<file path="src/rtl/sdram_cmd_pkg.sv">
// Shared constants and types for the SDRAM command and bank-state logic
package sdram_cmd_pkg;
    localparam int CLK_MHZ               = 20;
    localparam int PRECHARGE_TIME_NS     = 18;
    localparam int ACTIVATE_TO_ACCESS_NS = 18;
    localparam int MODE_LOAD_WAIT_NS     = 12;
    localparam int SELF_REFRESH_EXIT_NS  = 120;

    // Least times round up, never below one cycle
    function automatic int cycles_up(input int ns);
        int c;
        c = (ns * CLK_MHZ + 999) / 1000;
        return (c < 1) ? 1 : c;
    endfunction

    localparam int PRECHARGE_CYC      = cycles_up(PRECHARGE_TIME_NS);
    localparam int ACTIVATE_CYC       = cycles_up(ACTIVATE_TO_ACCESS_NS);
    localparam int MODE_LOAD_CYC      = cycles_up(MODE_LOAD_WAIT_NS);
    localparam int SELF_REFRESH_X_CYC = cycles_up(SELF_REFRESH_EXIT_NS);

    localparam int BANKS       = 4;
    localparam int TIMER_W     = 8;
    localparam int OPCODE_W    = 12;
    localparam int AP_BIT      = 10;
    localparam int REFRESH_W   = 13;
    localparam int BURST_LEN_W = 4;

    typedef enum logic [3:0] {
        CMD_INHIBIT   = 4'h0,
        CMD_NOP       = 4'h1,
        CMD_ACTIVATE  = 4'h2,
        CMD_READ      = 4'h3,
        CMD_WRITE     = 4'h4,
        CMD_TERMINATE = 4'h5,
        CMD_PRECHARGE = 4'h6,
        CMD_REFRESH   = 4'h7,
        CMD_MODE_LOAD = 4'h8
    } cmd_t;

    typedef enum logic [7:0] {
        BANK_IDLE        = 8'h01,
        BANK_ACTIVATING  = 8'h02,
        BANK_ACTIVE      = 8'h04,
        BANK_READ        = 8'h08,
        BANK_WRITE       = 8'h10,
        BANK_READ_AP     = 8'h20,
        BANK_WRITE_AP    = 8'h40,
        BANK_PRECHARGING = 8'h80
    } bank_state_t;

    // Register byte offsets on the bus
    localparam logic [4:0] REG_STATUS    = 5'h00;
    localparam logic [4:0] REG_MODE      = 5'h04;
    localparam logic [4:0] REG_REFRESH   = 5'h08;
    localparam logic [4:0] REG_BURST_CFG = 5'h0C;
    localparam logic [4:0] REG_ROW_BASE  = 5'h10;

    localparam logic [BURST_LEN_W-1:0] BURST_CFG_RESET = 4'h8;

    // Status word field positions
    localparam int ST_IDLE_LSB = 0;
    localparam int ST_OPEN_LSB = 4;
    localparam int ST_SELF_REF = 8;
    localparam int ST_DEEP     = 9;
    localparam int ST_XSR      = 10;
    localparam int ST_BURST    = 11;
    localparam int ST_MODE_BSY = 12;
endpackage

</file>
<file path="src/rtl/sdram_bank_tracker.sv">
// Per-bank state machine: activate, access, auto precharge, precharge
module sdram_bank_tracker #(
    parameter int PRE_CYC = sdram_cmd_pkg::PRECHARGE_CYC,
    parameter int ACT_CYC = sdram_cmd_pkg::ACTIVATE_CYC
) (
    input  wire logic                        mclk,
    input  wire logic                        rst,
    input  wire logic                        do_act,
    input  wire logic                        do_rd,
    input  wire logic                        do_wr,
    input  wire logic                        do_pre,
    input  wire logic                        auto_pre,
    input  wire logic                        burst_end,
    output sdram_cmd_pkg::bank_state_t       state
);
    logic [sdram_cmd_pkg::TIMER_W-1:0] timer;
    logic                              timer_done;

    assign timer_done = (timer <= sdram_cmd_pkg::TIMER_W'(1));

    // Bank state transitions
    always_ff @(posedge mclk) begin
        if (rst) begin
            state <= sdram_cmd_pkg::BANK_IDLE;
        end else begin
            case (state)
                sdram_cmd_pkg::BANK_IDLE: begin
                    // Precharge to an idle bank leaves it idle
                    if (do_act)
                        state <= sdram_cmd_pkg::BANK_ACTIVATING; // [RULE4] [RULE20] [RULE26]
                end
                sdram_cmd_pkg::BANK_ACTIVATING: begin
                    if (timer_done)
                        state <= sdram_cmd_pkg::BANK_ACTIVE; // [RULE20]
                end
                sdram_cmd_pkg::BANK_ACTIVE, sdram_cmd_pkg::BANK_READ,
                sdram_cmd_pkg::BANK_WRITE: begin
                    if (do_pre)
                        state <= sdram_cmd_pkg::BANK_PRECHARGING; // [RULE17] [RULE18]
                    else if (do_rd)
                        state <= auto_pre ? sdram_cmd_pkg::BANK_READ_AP
                                          : sdram_cmd_pkg::BANK_READ; // [RULE6]
                    else if (do_wr)
                        state <= auto_pre ? sdram_cmd_pkg::BANK_WRITE_AP
                                          : sdram_cmd_pkg::BANK_WRITE; // [RULE8]
                    else if (burst_end && state != sdram_cmd_pkg::BANK_ACTIVE)
                        state <= sdram_cmd_pkg::BANK_ACTIVE; // [RULE12]
                end
                sdram_cmd_pkg::BANK_READ_AP, sdram_cmd_pkg::BANK_WRITE_AP: begin
                    if (burst_end || do_pre)
                        state <= sdram_cmd_pkg::BANK_PRECHARGING; // [RULE6] [RULE8]
                end
                sdram_cmd_pkg::BANK_PRECHARGING: begin
                    if (timer_done)
                        state <= sdram_cmd_pkg::BANK_IDLE; // [RULE11]
                end
                default: state <= sdram_cmd_pkg::BANK_IDLE;
            endcase
        end
    end

    // Timer loaded on entry to a timed state, counts down inside it
    always_ff @(posedge mclk) begin
        if (rst) begin
            timer <= '0;
        end else if (state == sdram_cmd_pkg::BANK_IDLE && do_act) begin
            timer <= sdram_cmd_pkg::TIMER_W'(ACT_CYC);
        end else if (state != sdram_cmd_pkg::BANK_PRECHARGING
                     && state != sdram_cmd_pkg::BANK_ACTIVATING
                     && state != sdram_cmd_pkg::BANK_IDLE
                     && (do_pre || ((state == sdram_cmd_pkg::BANK_READ_AP
                         || state == sdram_cmd_pkg::BANK_WRITE_AP) && burst_end))) begin
            timer <= sdram_cmd_pkg::TIMER_W'(PRE_CYC);
        end else if (timer != '0) begin
            timer <= timer - sdram_cmd_pkg::TIMER_W'(1);
        end
    end
endmodule

</file>
<file path="src/rtl/sdram_cmd_bank.sv">
// Command decode, bank tracking, burst engine and register slave of the SDRAM
// Notes on behaviour
// [RULE1] Selected no-operation registers nothing; running operations carry on.
// [RULE2] Mode load only with all banks idle; op-code on address and banks. Code loads only addr bits, bank pins unused.
// [RULE3] After mode load only inhibit or no-operation until its wait elapses.
// [RULE4] Activate opens the addressed row in the selected bank until precharged.
// [RULE5] Controller precharges a bank before opening another row there.
// [RULE6] Read picks bank and column; bit ten high precharges at burst end.
// [RULE7] Read byte mask high floats its lanes two clocks later, else drives.
// [RULE8] Write picks bank and column; bit ten high precharges after burst.
// [RULE9] Write byte mask high in the data cycle blocks that byte.
// [RULE10] Precharge with bit ten high closes all banks, else only selected.
// [RULE11] Precharged bank idles after precharge time; activate before access.
// [RULE12] Burst terminate cuts the most recent read or write burst.
// [RULE13] Auto refresh takes its row from the internal counter.
// [RULE14] Refresh with clock gate low enters self refresh; inputs ignored.
// [RULE15] Deep sleep entry needs all idle, gate low, terminate encoding.
// [RULE16] Deep sleep ends when clock gate goes high.
// [RULE17] Precharge in read state cuts the read; read, write, terminate accepted.
// [RULE18] Precharge in write state cuts the write; read, write, terminate accepted.
// [RULE19] Idle bank takes activate, precharge, refresh, mode load; last two all idle.
// [RULE20] Activate enters activating, active after activate-to-access time.
// [RULE21] No command to a bank while it precharges or activates.
// [RULE22] Command table only with gate high twice and self refresh exit done.
// [RULE23] Clock gate held high except for self refresh and deep sleep entry.
// [RULE24] Terminate encoding means deep sleep entry when the clock gate is low.
// [RULE25] Mode op-code is the twelve low address bits.
// [RULE26] Precharge to an idle bank changes nothing for it.
// [RULE27] Each of the four banks has its own state machine.
module sdram_cmd_bank #(
    parameter int ADDR_W   = 13,
    parameter int COL_W    = 4,
    parameter int DQ_W     = 16,
    parameter int PRE_CYC  = sdram_cmd_pkg::PRECHARGE_CYC,
    parameter int ACT_CYC  = sdram_cmd_pkg::ACTIVATE_CYC,
    parameter int MODE_CYC = sdram_cmd_pkg::MODE_LOAD_CYC,
    parameter int XSR_CYC  = sdram_cmd_pkg::SELF_REFRESH_X_CYC
) (
    input  wire logic                mclk,
    input  wire logic                rst,
    input  wire logic                clock_gate_in,
    input  wire logic                chip_select_n,
    input  wire logic                row_strobe_n,
    input  wire logic                col_strobe_n,
    input  wire logic                write_enable_n,
    input  wire logic                bank_select_low,
    input  wire logic                bank_select_high,
    input  wire logic [ADDR_W-1:0]   addr,
    input  wire logic [DQ_W/8-1:0]   byte_mask,
    input  wire logic [DQ_W-1:0]     dq_in,
    output logic      [DQ_W-1:0]     dq_out,
    output logic      [DQ_W/8-1:0]   dq_oe,
    input  wire logic [4:0]          wb_adr_i,
    input  wire logic [31:0]         wb_dat_i,
    input  wire logic [3:0]          wb_sel_i,
    input  wire logic                wb_we_i,
    input  wire logic                wb_cyc_i,
    input  wire logic                wb_stb_i,
    output logic      [31:0]         wb_dat_o,
    output logic                     wb_ack_o,
    output logic                     self_refresh_on,
    output logic                     deep_sleep_on
);
    localparam int LANES = DQ_W / 8;
    localparam int NB    = sdram_cmd_pkg::BANKS;
    localparam int IDX_W = 2 + COL_W;
    localparam int DEPTH = NB << COL_W;
    localparam int BLW   = sdram_cmd_pkg::BURST_LEN_W;
    localparam int TW    = sdram_cmd_pkg::TIMER_W;

    // Pin encoding to command; chip select high is an inhibit
    function automatic sdram_cmd_pkg::cmd_t decode_cmd(input logic [3:0] pins);
        casez (pins)
            4'b1???: decode_cmd = sdram_cmd_pkg::CMD_INHIBIT;
            4'b0111: decode_cmd = sdram_cmd_pkg::CMD_NOP;
            4'b0011: decode_cmd = sdram_cmd_pkg::CMD_ACTIVATE;
            4'b0101: decode_cmd = sdram_cmd_pkg::CMD_READ;
            4'b0100: decode_cmd = sdram_cmd_pkg::CMD_WRITE;
            4'b0110: decode_cmd = sdram_cmd_pkg::CMD_TERMINATE;
            4'b0010: decode_cmd = sdram_cmd_pkg::CMD_PRECHARGE;
            4'b0001: decode_cmd = sdram_cmd_pkg::CMD_REFRESH;
            default: decode_cmd = sdram_cmd_pkg::CMD_MODE_LOAD;
        endcase
    endfunction

    // A bank holding an open row can take a read or write
    function automatic logic row_open(input sdram_cmd_pkg::bank_state_t s);
        row_open = (s == sdram_cmd_pkg::BANK_ACTIVE) || (s == sdram_cmd_pkg::BANK_READ)
                || (s == sdram_cmd_pkg::BANK_WRITE) || (s == sdram_cmd_pkg::BANK_READ_AP)
                || (s == sdram_cmd_pkg::BANK_WRITE_AP);
    endfunction

    sdram_cmd_pkg::cmd_t         cmd;
    sdram_cmd_pkg::bank_state_t  bank_state [NB];
    logic [1:0]                  bank_sel;
    logic [NB-1:0]               tgt;
    logic [NB-1:0]               idle_vec;
    logic [NB-1:0]               open_vec;
    logic [NB-1:0]               act_v;
    logic [NB-1:0]               pre_v;
    logic [NB-1:0]               end_v;
    logic [ADDR_W-1:0]           open_row [NB];
    logic                        all_idle;
    logic                        cke_prev;
    logic                        table_ok;
    logic                        start_rd;
    logic                        start_wr;
    logic                        start;
    logic                        bst;
    logic                        cut;
    logic                        last_tick;
    logic                        beat;
    logic                        beat_wr;
    logic [IDX_W-1:0]            beat_idx;
    logic                        burst_on;
    logic                        burst_wr;
    logic                        burst_cont;
    logic [1:0]                  burst_bank;
    logic [COL_W-1:0]            burst_col;
    logic [BLW-1:0]              burst_left;
    logic [BLW-1:0]              burst_len;
    logic [DQ_W-1:0]             mem [DEPTH];
    logic                        rd_v1;
    logic [DQ_W-1:0]             rd_d1;
    logic [LANES-1:0]            mask_d1;
    logic [sdram_cmd_pkg::OPCODE_W-1:0]  mode_reg;
    logic [TW-1:0]               mode_cnt;
    logic [sdram_cmd_pkg::REFRESH_W-1:0] refresh_row;
    logic [TW-1:0]               xsr_cnt;
    logic [31:0]                 status_word;
    logic [31:0]                 next_rdata;
    logic                        wb_req;

    // Command decode and the conditions under which the table applies
    assign cmd      = decode_cmd({chip_select_n, row_strobe_n, col_strobe_n, write_enable_n});
    assign bank_sel = {bank_select_high, bank_select_low};
    assign all_idle = &idle_vec;
    assign table_ok = cke_prev && clock_gate_in && !self_refresh_on && !deep_sleep_on
                   && (xsr_cnt == '0); // [RULE22] [RULE14] [RULE1]
    assign start_rd = table_ok && cmd == sdram_cmd_pkg::CMD_READ
                   && open_vec[bank_sel]; // [RULE11]
    assign start_wr = table_ok && cmd == sdram_cmd_pkg::CMD_WRITE
                   && open_vec[bank_sel]; // [RULE11]
    assign start    = start_rd || start_wr;
    assign bst      = table_ok && cmd == sdram_cmd_pkg::CMD_TERMINATE; // [RULE24]

    // Per-bank command steering
    for (genvar g = 0; g < NB; g++) begin : g_bank
        assign tgt[g]      = (bank_sel == 2'(g));
        assign idle_vec[g] = (bank_state[g] == sdram_cmd_pkg::BANK_IDLE);
        assign open_vec[g] = row_open(bank_state[g]);
        assign act_v[g]    = table_ok && cmd == sdram_cmd_pkg::CMD_ACTIVATE && tgt[g];
        assign pre_v[g]    = table_ok && cmd == sdram_cmd_pkg::CMD_PRECHARGE
                          && (addr[sdram_cmd_pkg::AP_BIT] || tgt[g]); // [RULE10]
        // Burst end: natural end, terminate, or another bank taking the bus
        assign end_v[g]    = burst_on && burst_bank == 2'(g)
                          && (last_tick || bst || (start && bank_sel != 2'(g))); // [RULE12]

        sdram_bank_tracker #(
            .PRE_CYC (PRE_CYC),
            .ACT_CYC (ACT_CYC)
        ) u_bank (
            .mclk      (mclk),
            .rst       (rst),
            .do_act    (act_v[g]),
            .do_rd     (start_rd && tgt[g]),
            .do_wr     (start_wr && tgt[g]),
            .do_pre    (pre_v[g]),
            .auto_pre  (addr[sdram_cmd_pkg::AP_BIT]),
            .burst_end (end_v[g]),
            .state     (bank_state[g])
        ); // [RULE27]

        // Row held open until the bank is precharged
        always_ff @(posedge mclk) begin
            if (rst)
                open_row[g] <= '0;
            else if (act_v[g] && idle_vec[g])
                open_row[g] <= addr; // [RULE4]
        end
    end

    // Burst beat selection; the command cycle carries the first beat
    assign last_tick = burst_on && !burst_cont && burst_left == '0;
    assign cut       = bst || (burst_on && pre_v[burst_bank]); // [RULE17] [RULE18]
    assign beat      = start || (burst_on && !last_tick && !cut);
    assign beat_wr   = start ? start_wr : burst_wr;
    assign beat_idx  = start ? {bank_sel, addr[COL_W-1:0]} : {burst_bank, burst_col};

    // Burst engine tracks only the most recent burst
    always_ff @(posedge mclk) begin
        if (rst) begin
            burst_on   <= 1'b0;
            burst_wr   <= 1'b0;
            burst_cont <= 1'b0;
            burst_bank <= '0;
            burst_col  <= '0;
            burst_left <= '0;
        end else if (start) begin
            burst_on   <= 1'b1; // [RULE6] [RULE8]
            burst_wr   <= start_wr;
            burst_cont <= (burst_len == '0);
            burst_bank <= bank_sel;
            burst_col  <= addr[COL_W-1:0] + COL_W'(1);
            burst_left <= burst_len - BLW'(1);
        end else if (last_tick || cut) begin
            burst_on   <= 1'b0; // [RULE12]
        end else if (beat) begin
            burst_col  <= burst_col + COL_W'(1);
            if (!burst_cont)
                burst_left <= burst_left - BLW'(1);
        end
    end

    // Array write; a masked lane keeps its old byte
    always_ff @(posedge mclk) begin
        if (beat && beat_wr) begin
            for (int l = 0; l < LANES; l++) begin
                if (!byte_mask[l])
                    mem[beat_idx][l*8 +: 8] <= dq_in[l*8 +: 8]; // [RULE9]
            end
        end
    end

    // Read pipe: data and mask both take two clocks to reach the pins
    always_ff @(posedge mclk) begin
        if (rst) begin
            rd_v1   <= 1'b0;
            rd_d1   <= '0;
            mask_d1 <= '0;
            dq_out  <= '0;
            dq_oe   <= '0;
        end else begin
            rd_v1   <= beat && !beat_wr;
            rd_d1   <= mem[beat_idx];
            mask_d1 <= byte_mask;
            dq_out  <= rd_d1;
            for (int l = 0; l < LANES; l++)
                dq_oe[l] <= rd_v1 && !mask_d1[l]; // [RULE7]
        end
    end

    // Mode register load; the wait is only reported, the controller keeps it
    always_ff @(posedge mclk) begin
        if (rst) begin
            mode_reg <= '0;
            mode_cnt <= '0;
        end else if (table_ok && cmd == sdram_cmd_pkg::CMD_MODE_LOAD && all_idle) begin
            mode_reg <= addr[sdram_cmd_pkg::OPCODE_W-1:0]; // [RULE25] [RULE19] [RULE2]
            mode_cnt <= TW'(MODE_CYC); // [RULE3]
        end else if (mode_cnt != '0) begin
            mode_cnt <= mode_cnt - TW'(1);
        end
    end

    // Auto refresh steps the internal row counter, address pins unused
    always_ff @(posedge mclk) begin
        if (rst)
            refresh_row <= '0;
        else if (table_ok && cmd == sdram_cmd_pkg::CMD_REFRESH && all_idle)
            refresh_row <= refresh_row + sdram_cmd_pkg::REFRESH_W'(1); // [RULE13] [RULE19]
    end

    // Clock gate history for entry detection
    always_ff @(posedge mclk) begin
        if (rst)
            cke_prev <= 1'b0;
        else
            cke_prev <= clock_gate_in;
    end

    // Self refresh; the exit wait blocks the command table afterwards
    always_ff @(posedge mclk) begin
        if (rst) begin
            self_refresh_on <= 1'b0;
            xsr_cnt         <= '0;
        end else if (self_refresh_on) begin
            if (clock_gate_in) begin
                self_refresh_on <= 1'b0;
                xsr_cnt         <= TW'(XSR_CYC); // [RULE22]
            end
        end else if (cke_prev && !clock_gate_in && !deep_sleep_on && xsr_cnt == '0
                     && cmd == sdram_cmd_pkg::CMD_REFRESH && all_idle) begin
            self_refresh_on <= 1'b1; // [RULE14]
        end else if (xsr_cnt != '0) begin
            xsr_cnt <= xsr_cnt - TW'(1);
        end
    end

    // Deep sleep shares the terminate encoding with the gate low
    always_ff @(posedge mclk) begin
        if (rst)
            deep_sleep_on <= 1'b0;
        else if (deep_sleep_on && clock_gate_in)
            deep_sleep_on <= 1'b0; // [RULE16]
        else if (cke_prev && !clock_gate_in && !self_refresh_on && xsr_cnt == '0
                 && cmd == sdram_cmd_pkg::CMD_TERMINATE && all_idle)
            deep_sleep_on <= 1'b1; // [RULE24] [RULE15]
    end

    // Status word seen by software
    always_comb begin
        status_word = '0;
        status_word[sdram_cmd_pkg::ST_IDLE_LSB +: NB] = idle_vec;
        status_word[sdram_cmd_pkg::ST_OPEN_LSB +: NB] = open_vec;
        status_word[sdram_cmd_pkg::ST_SELF_REF]       = self_refresh_on;
        status_word[sdram_cmd_pkg::ST_DEEP]           = deep_sleep_on;
        status_word[sdram_cmd_pkg::ST_XSR]            = (xsr_cnt != '0);
        status_word[sdram_cmd_pkg::ST_BURST]          = burst_on;
        status_word[sdram_cmd_pkg::ST_MODE_BSY]       = (mode_cnt != '0);
    end

    // Read mux; unmapped offsets read as zero
    always_comb begin
        next_rdata = '0;
        case (wb_adr_i)
            sdram_cmd_pkg::REG_STATUS:    next_rdata = status_word;
            sdram_cmd_pkg::REG_MODE:      next_rdata = 32'(mode_reg);
            sdram_cmd_pkg::REG_REFRESH:   next_rdata = 32'(refresh_row);
            sdram_cmd_pkg::REG_BURST_CFG: next_rdata = 32'(burst_len);
            default: begin
                for (int b = 0; b < NB; b++) begin
                    if (wb_adr_i == sdram_cmd_pkg::REG_ROW_BASE + 5'(4 * b))
                        next_rdata = 32'(open_row[b]);
                end
            end
        endcase
    end

    assign wb_req = wb_cyc_i && wb_stb_i && !wb_ack_o;

    // Bus slave: answer one cycle after the request, drop ack after one cycle
    always_ff @(posedge mclk) begin
        if (rst) begin
            wb_ack_o <= 1'b0;
            wb_dat_o <= '0;
        end else begin
            wb_ack_o <= wb_req;
            wb_dat_o <= (wb_req && !wb_we_i) ? next_rdata : 32'h0000_0000;
        end
    end

    // Burst length control; zero selects continuous page
    always_ff @(posedge mclk) begin
        if (rst)
            burst_len <= sdram_cmd_pkg::BURST_CFG_RESET;
        else if (wb_req && wb_we_i && wb_sel_i[0] && wb_adr_i == sdram_cmd_pkg::REG_BURST_CFG)
            burst_len <= wb_dat_i[BLW-1:0];
    end
endmodule

</file>
<file path="config.mk">
export PLATFORM = sky130hd
export DESIGN_NAME = sdram_cmd_bank
export DESIGN_NICKNAME = d
export VERILOG_FILES = /design/src/rtl/sdram_cmd_pkg.sv /design/src/rtl/sdram_bank_tracker.sv /design/src/rtl/sdram_cmd_bank.sv
export SDC_FILE = /design/constraint.sdc
export NUM_CORES = 2
export LEC_CHECK = 0
export BUFFER_PORTS_ARGS = -buffer_cell sky130_fd_sc_hd__buf_4
export CAP_MARGIN = 20
export CORE_ASPECT_RATIO = 0.75
export CORE_MARGIN = 1
export CORE_UTILIZATION = 50
export DETAILED_ROUTE_END_ITERATION = 8
export MAX_ROUTING_LAYER = met4
export PLACE_DENSITY = 0.66
export SETUP_SLACK_MARGIN = 0.2
export SYNTH_ARGS = -nofsm -noshare
export SYNTH_HDL_FRONTEND = slang
export SYNTH_SLANG_ARGS = --single-unit
</file>
<file path="constraint.sdc">
create_clock -name mclk -period 5.3 [get_ports mclk]
set_input_delay 1.06 -clock mclk [delete_from_list [all_inputs] [get_ports mclk]]
set_output_delay 1.06 -clock mclk [all_outputs]
set_load 0.005 [all_outputs]
</file>
==> flow_summary.html <==
<table>
<tr><th>Metric</th><th>Value</th></tr>
<tr><th colspan="2">Logic synthesis</th></tr>
<tr><td>Most repeated cell in the gate-level netlist after synthesis</td><td>sky130_fd_sc_hd__edfxtp_1</td></tr>
<tr><td>Most instantiated cells after synthesis</td><td>1076 x sky130_fd_sc_hd__edfxtp_1, 420 x sky130_fd_sc_hd__a22oi_1, 335 x sky130_fd_sc_hd__nor2_1, 330 x sky130_fd_sc_hd__nand2_1, 290 x sky130_fd_sc_hd__mux2i_1</td></tr>
<tr><td>Simple-gate portion of the synthesized area</td><td>0.101</td></tr>
<tr><td>Mean instance size in the synthesized netlist</td><td>12.8 um^2</td></tr>
<tr><td>Number of enable-type register cells in the synthesized netlist</td><td>1076</td></tr>
<tr><td>Synth warnings</td><td>0</td></tr>
<tr><td>Post-synthesis register bit count</td><td>1252</td></tr>
<tr><td>Post-synthesis instance total</td><td>4477</td></tr>
<tr><td>Proportion of netlist area held by the largest area contributor</td><td>0.566</td></tr>
<tr><td>Primary flip-flop cell chosen by synthesis mapping</td><td>sky130_fd_sc_hd__edfxtp_1</td></tr>
<tr><td>Sequential cell area fraction in the yosys report</td><td>0.627</td></tr>
<tr><td>Cells taking the most area after synthesis</td><td>sky130_fd_sc_hd__edfxtp_1 57%, sky130_fd_sc_hd__dfxtp_1 6.2%, sky130_fd_sc_hd__a22oi_1 5.5%, sky130_fd_sc_hd__mux2i_1 5.1%, sky130_fd_sc_hd__mux2_2 2.7%</td></tr>
<tr><td>Adder and majority cell fraction of the synthesized area</td><td>0.00329</td></tr>
<tr><td>Largest family of logic cells by synthesized area</td><td>compound AO/OA/AOI/OAI gates</td></tr>
<tr><td>Synth Area in XOR/XNOR</td><td>0.00905</td></tr>
<tr><td>Multiplexer share of the synthesized area</td><td>0.0845</td></tr>
<tr><td>Share of flip-flops with an asynchronous set or reset</td><td>0</td></tr>
<tr><td>Yosys cell types</td><td>88</td></tr>
<tr><td>Leading area contributor after synthesis</td><td>sky130_fd_sc_hd__edfxtp_1</td></tr>
<tr><td>Post-synthesis compound-gate area fraction</td><td>0.141</td></tr>
<tr><td>Combined area of all synthesized cells</td><td>57100 um^2</td></tr>
<tr><th colspan="2">Worst setup path</th></tr>
<tr><td>Cell with the biggest individual delay on the critical path</td><td>sky130_fd_sc_hd__nor4_1</td></tr>
<tr><td>CP top delay family</td><td>compound AO/OA/AOI/OAI gates</td></tr>
<tr><td>Crit path launch</td><td>g_bank[2].u_bank.state[3]</td></tr>
<tr><td>Worst reg2reg setup slack</td><td>0.53 ns</td></tr>
<tr><td>Arrival time at the worst endpoint</td><td>5.44 ns</td></tr>
<tr><td>Critical path startpoint category</td><td>flip-flop</td></tr>
<tr><td>Worst setup EP type</td><td>flip-flop</td></tr>
<tr><td>Count of buffer and inverter cells on the critical path</td><td>1</td></tr>
<tr><td>Cell-by-cell trace of the critical path</td><td>nor4_1 -&gt; o21ai_0 -&gt; o21ai_1 -&gt; nand4_1 -&gt; nor3_2 -&gt; buf_12 -&gt; a221oi_1 -&gt; a31oi_1 -&gt; a21oi_1 -&gt; a41oi_1</td></tr>
<tr><td>Crit-path max cell delay</td><td>0.69 ns</td></tr>
<tr><td>Highest net fanout along the worst path</td><td>35</td></tr>
<tr><td>Startpoint of the worst-slack reg-to-reg timing path</td><td>g_bank[2].u_bank.state[3]</td></tr>
<tr><td>Data required, critical path</td><td>5.97 ns</td></tr>
<tr><td>Crit path kind</td><td>reg2reg</td></tr>
<tr><th colspan="2">Outcome</th></tr>
<tr><td>Outcome</td><td>finished clean</td></tr>
<tr><th colspan="2">Routing</th></tr>
<tr><td>Starting DRC count in detailed routing</td><td>5986</td></tr>
<tr><td>DR vias/cell</td><td>6.64</td></tr>
<tr><td>Total vias in the final route</td><td>41800</td></tr>
<tr><td>WL final</td><td>185000 um</td></tr>
<tr><td>WL/cell</td><td>29.3 um</td></tr>
<tr><td>Post-route antenna net violation count</td><td>0</td></tr>
<tr><td>Final routed DRC violation total</td><td>0</td></tr>
<tr><td>Number of optimization iterations in the first detailed-route pass</td><td>6</td></tr>
<tr><th colspan="2">Timing</th></tr>
<tr><td>Period minus WS final</td><td>4.77 ns</td></tr>
<tr><td>Final setup violating endpoints</td><td>0</td></tr>
<tr><td>Number of hold violations in the final report</td><td>0</td></tr>
<tr><td>Unrepaired setup endpoints after global routing</td><td>false</td></tr>
<tr><td>Max transition margin</td><td>0.308</td></tr>
<tr><td>Final period utilization</td><td>0.900</td></tr>
<tr><td>Highest clock frequency the design can meet</td><td>210 MHz</td></tr>
<tr><td>Fin. max-slew vios</td><td>0</td></tr>
<tr><td>Worst path setup slack after routing</td><td>0.531 ns</td></tr>
<tr><td>Worst slew pin tran</td><td>1.04 ns</td></tr>
<tr><td>Worst clock skew on the final layout</td><td>0.0333 ns</td></tr>
<tr><th colspan="2">Clock network</th></tr>
<tr><td>Clock Pin Slew Worst Setup and Hold Paths</td><td>0.06 ns</td></tr>
<tr><td>H-tree depth</td><td>3</td></tr>
<tr><td>Post-CTS resize count</td><td>0</td></tr>
<tr><td>Setup fix buffers added after clock tree synthesis</td><td>0</td></tr>
<tr><td>Largest buffer count on any clock path</td><td>3</td></tr>
<tr><td>Number of buffers added by the clock tree synthesis step</td><td>118</td></tr>
<tr><td>Cts hold-fix bufs</td><td>0</td></tr>
<tr><td>Latest clock arrival within the worst-skew pair</td><td>0.77 ns</td></tr>
<tr><td>CTS Sinks</td><td>1252</td></tr>
<tr><td>Clock tree from TritonCTS</td><td>yes</td></tr>
<tr><td>Cell at the root of the clock tree</td><td>sky130_fd_sc_hd__clkbuf_16</td></tr>
<tr><th colspan="2">Global route</th></tr>
<tr><td>Busiest grt layer</td><td>met1</td></tr>
<tr><td>Largest net degree at the start of global routing</td><td>91</td></tr>
<tr><td>Via count of the first global-routing pass</td><td>39600</td></tr>
<tr><td>GRT Total Usage</td><td>0.325</td></tr>
<tr><td>Met3 routing resource usage after global routing</td><td>0.0790</td></tr>
<tr><td>Met1 usage in global routing</td><td>0.474</td></tr>
<tr><td>Initial antenna violation count</td><td>11</td></tr>
<tr><td>Wire length of the first global-routing pass</td><td>267000 um</td></tr>
<tr><td>GR Layer Usage met2</td><td>0.445</td></tr>
<tr><td>Remaining Overflow, GRT</td><td>0</td></tr>
<tr><th colspan="2">Placed design</th></tr>
<tr><td>Post-Place Setup Slack</td><td>-0.00245 ns</td></tr>
<tr><td>Final HPWL DP</td><td>114000 um</td></tr>
<tr><td>Gp weighted congestion</td><td>0.923</td></tr>
<tr><td>Count of buffers from port buffering</td><td>86</td></tr>
<tr><th colspan="2">Final layout</th></tr>
<tr><td>Largest registers</td><td>mem: 1024 flops, open_row: 52 flops</td></tr>
<tr><td>Top register by number of flip-flops</td><td>mem</td></tr>
<tr><td>Filler Cell Count</td><td>9003</td></tr>
<tr><td>Number of flip-flops under the largest register name</td><td>1024</td></tr>
<tr><td>Final nets</td><td>4779</td></tr>
<tr><td>Final core occ</td><td>0.580</td></tr>
<tr><td>Layout overhead on the synthesized area</td><td>14.1%</td></tr>
<tr><td>Proportion of layout cells with a drive suffix above 1</td><td>0.172</td></tr>
<tr><th colspan="2">Die</th></tr>
<tr><td>Area inside the core boundary</td><td>112000 um^2</td></tr>
<tr><td>Site Rows</td><td>106</td></tr>
<tr><td>Die height</td><td>295 um</td></tr>
<tr><td>Initial cell density of the core</td><td>0.509</td></tr>
<tr><td>Total I/O pin count</td><td>137</td></tr>
<tr><td>Die ar.</td><td>116000 um^2</td></tr>
<tr><td>X dimension of the die</td><td>392 um</td></tr>
<tr><th colspan="2">Power and ir drop</th></tr>
<tr><td>Static Leakage</td><td>21.0 nW</td></tr>
<tr><td>Worst supply voltage drop on vdd</td><td>0.000274 V</td></tr>
<tr><td>Power per cell area</td><td>337 nW/um^2</td></tr>
<tr><th colspan="2">Hold path</th></tr>
<tr><td>Worst Hold Class</td><td>reg2reg</td></tr>
<tr><td>Hold_sp</td><td>mask_d1[0]</td></tr>
<tr><th colspan="2">Job</th></tr>
<tr><td>Max-Cap Viols</td><td>0</td></tr>
</table>
## logic make-up (layout without fill, tap and decap cells)
kind of cell,after synthesis,count (layout)
compound gates,1118,1118
xor+xnor,59,59
fa+ha+maj,15,15
buf+inv,395,684
flops,1252,1252
mux,444,444
other cells,1,28
simple gates,1193,1193
## power breakdown
part,switching (mW),internal [mW]
sequential,0.209,10.9
combinational,1.29,0.765
clock,3.87,4.96
## metal layers
layer  wire length [um]  part of all wire
met5                  0                 0
met4               5720             0.031
met3              24400              0.13
met2              77900              0.42
met1              76600              0.42
## cells in the final DEF, fill, tap and decap left out, types with 59 or more instances in the layout
master / count
sky130_fd_sc_hd__a22oi_1: 420
sky130_fd_sc_hd__dfxtp_1: 174
sky130_fd_sc_hd__a21oi_1: 201
sky130_fd_sc_hd__and3_1: 65
sky130_fd_sc_hd__nor3_1: 116
sky130_fd_sc_hd__a2111oi_0: 60
sky130_fd_sc_hd__mux2i_1: 290
sky130_fd_sc_hd__mux2_2: 137
sky130_fd_sc_hd__a31oi_1: 109
sky130_fd_sc_hd__clkbuf_16: 119
sky130_fd_sc_hd__and2_1: 59
sky130_fd_sc_hd__edfxtp_1: 1076
sky130_fd_sc_hd__buf_4: 392
sky130_fd_sc_hd__a22o_1: 65
sky130_fd_sc_hd__nand2_1: 329
sky130_fd_sc_hd__nor2_1: 326
## worst register-to-register path, cell delays in order, from the launching register on
cell and delay, ns:
sky130_fd_sc_hd__dfxtp_1 0.38, sky130_fd_sc_hd__nor4_1 0.69, sky130_fd_sc_hd__o21ai_0 0.39, sky130_fd_sc_hd__o21ai_1 0.59, sky130_fd_sc_hd__nand4_1 0.48, sky130_fd_sc_hd__nor3_2 0.61, sky130_fd_sc_hd__buf_12 0.33, sky130_fd_sc_hd__a221oi_1 0.23
sky130_fd_sc_hd__a31oi_1 0.57, sky130_fd_sc_hd__a21oi_1 0.16, sky130_fd_sc_hd__a41oi_1 0.25
## worst paths after layout
path | to | cells past startpoint
max reg2reg | rd_d1[4] | 10
min | dq_oe[0] | 1
max | rd_d1[4] | 10
min reg2reg | dq_oe[0] | 1
## metrics by stage
stage	area (um^2)	cells	hold WS [ns]	setup TNS, ns	power, mW
2_1_floorplan	57200	4495	0.368	0	12.7
3_3_place_gp	61100	6071	0.372	0	13.3
3_5_place_dp	61200	6072	0.376	-0.00245	13.3
4_1_cts	65100	6296	0.389	0	22.0
5_1_grt	65200	6303	0.417	0	22.6
6_report	65200	6305	0.385	0	22.0
## cell type report
type | count | area (um^2) | share of cell area
Sequential cell | 1252 | 35800 | 0.550
Clock buffer | 149 | 3140 | 0.0482
Tap cell | 1512 | 1890 | 0.0290
Multi-Input combinational cell | 2848 | 19600 | 0.301
Antenna cell | 9 | 22.5 | 0.000346
Timing Repair Buffer | 430 | 3680 | 0.0565
Clock inverter | 75 | 857 | 0.0132
Inverter | 30 | 113 | 0.00173
Note: power is estimated with default switching activity, not from simulation.
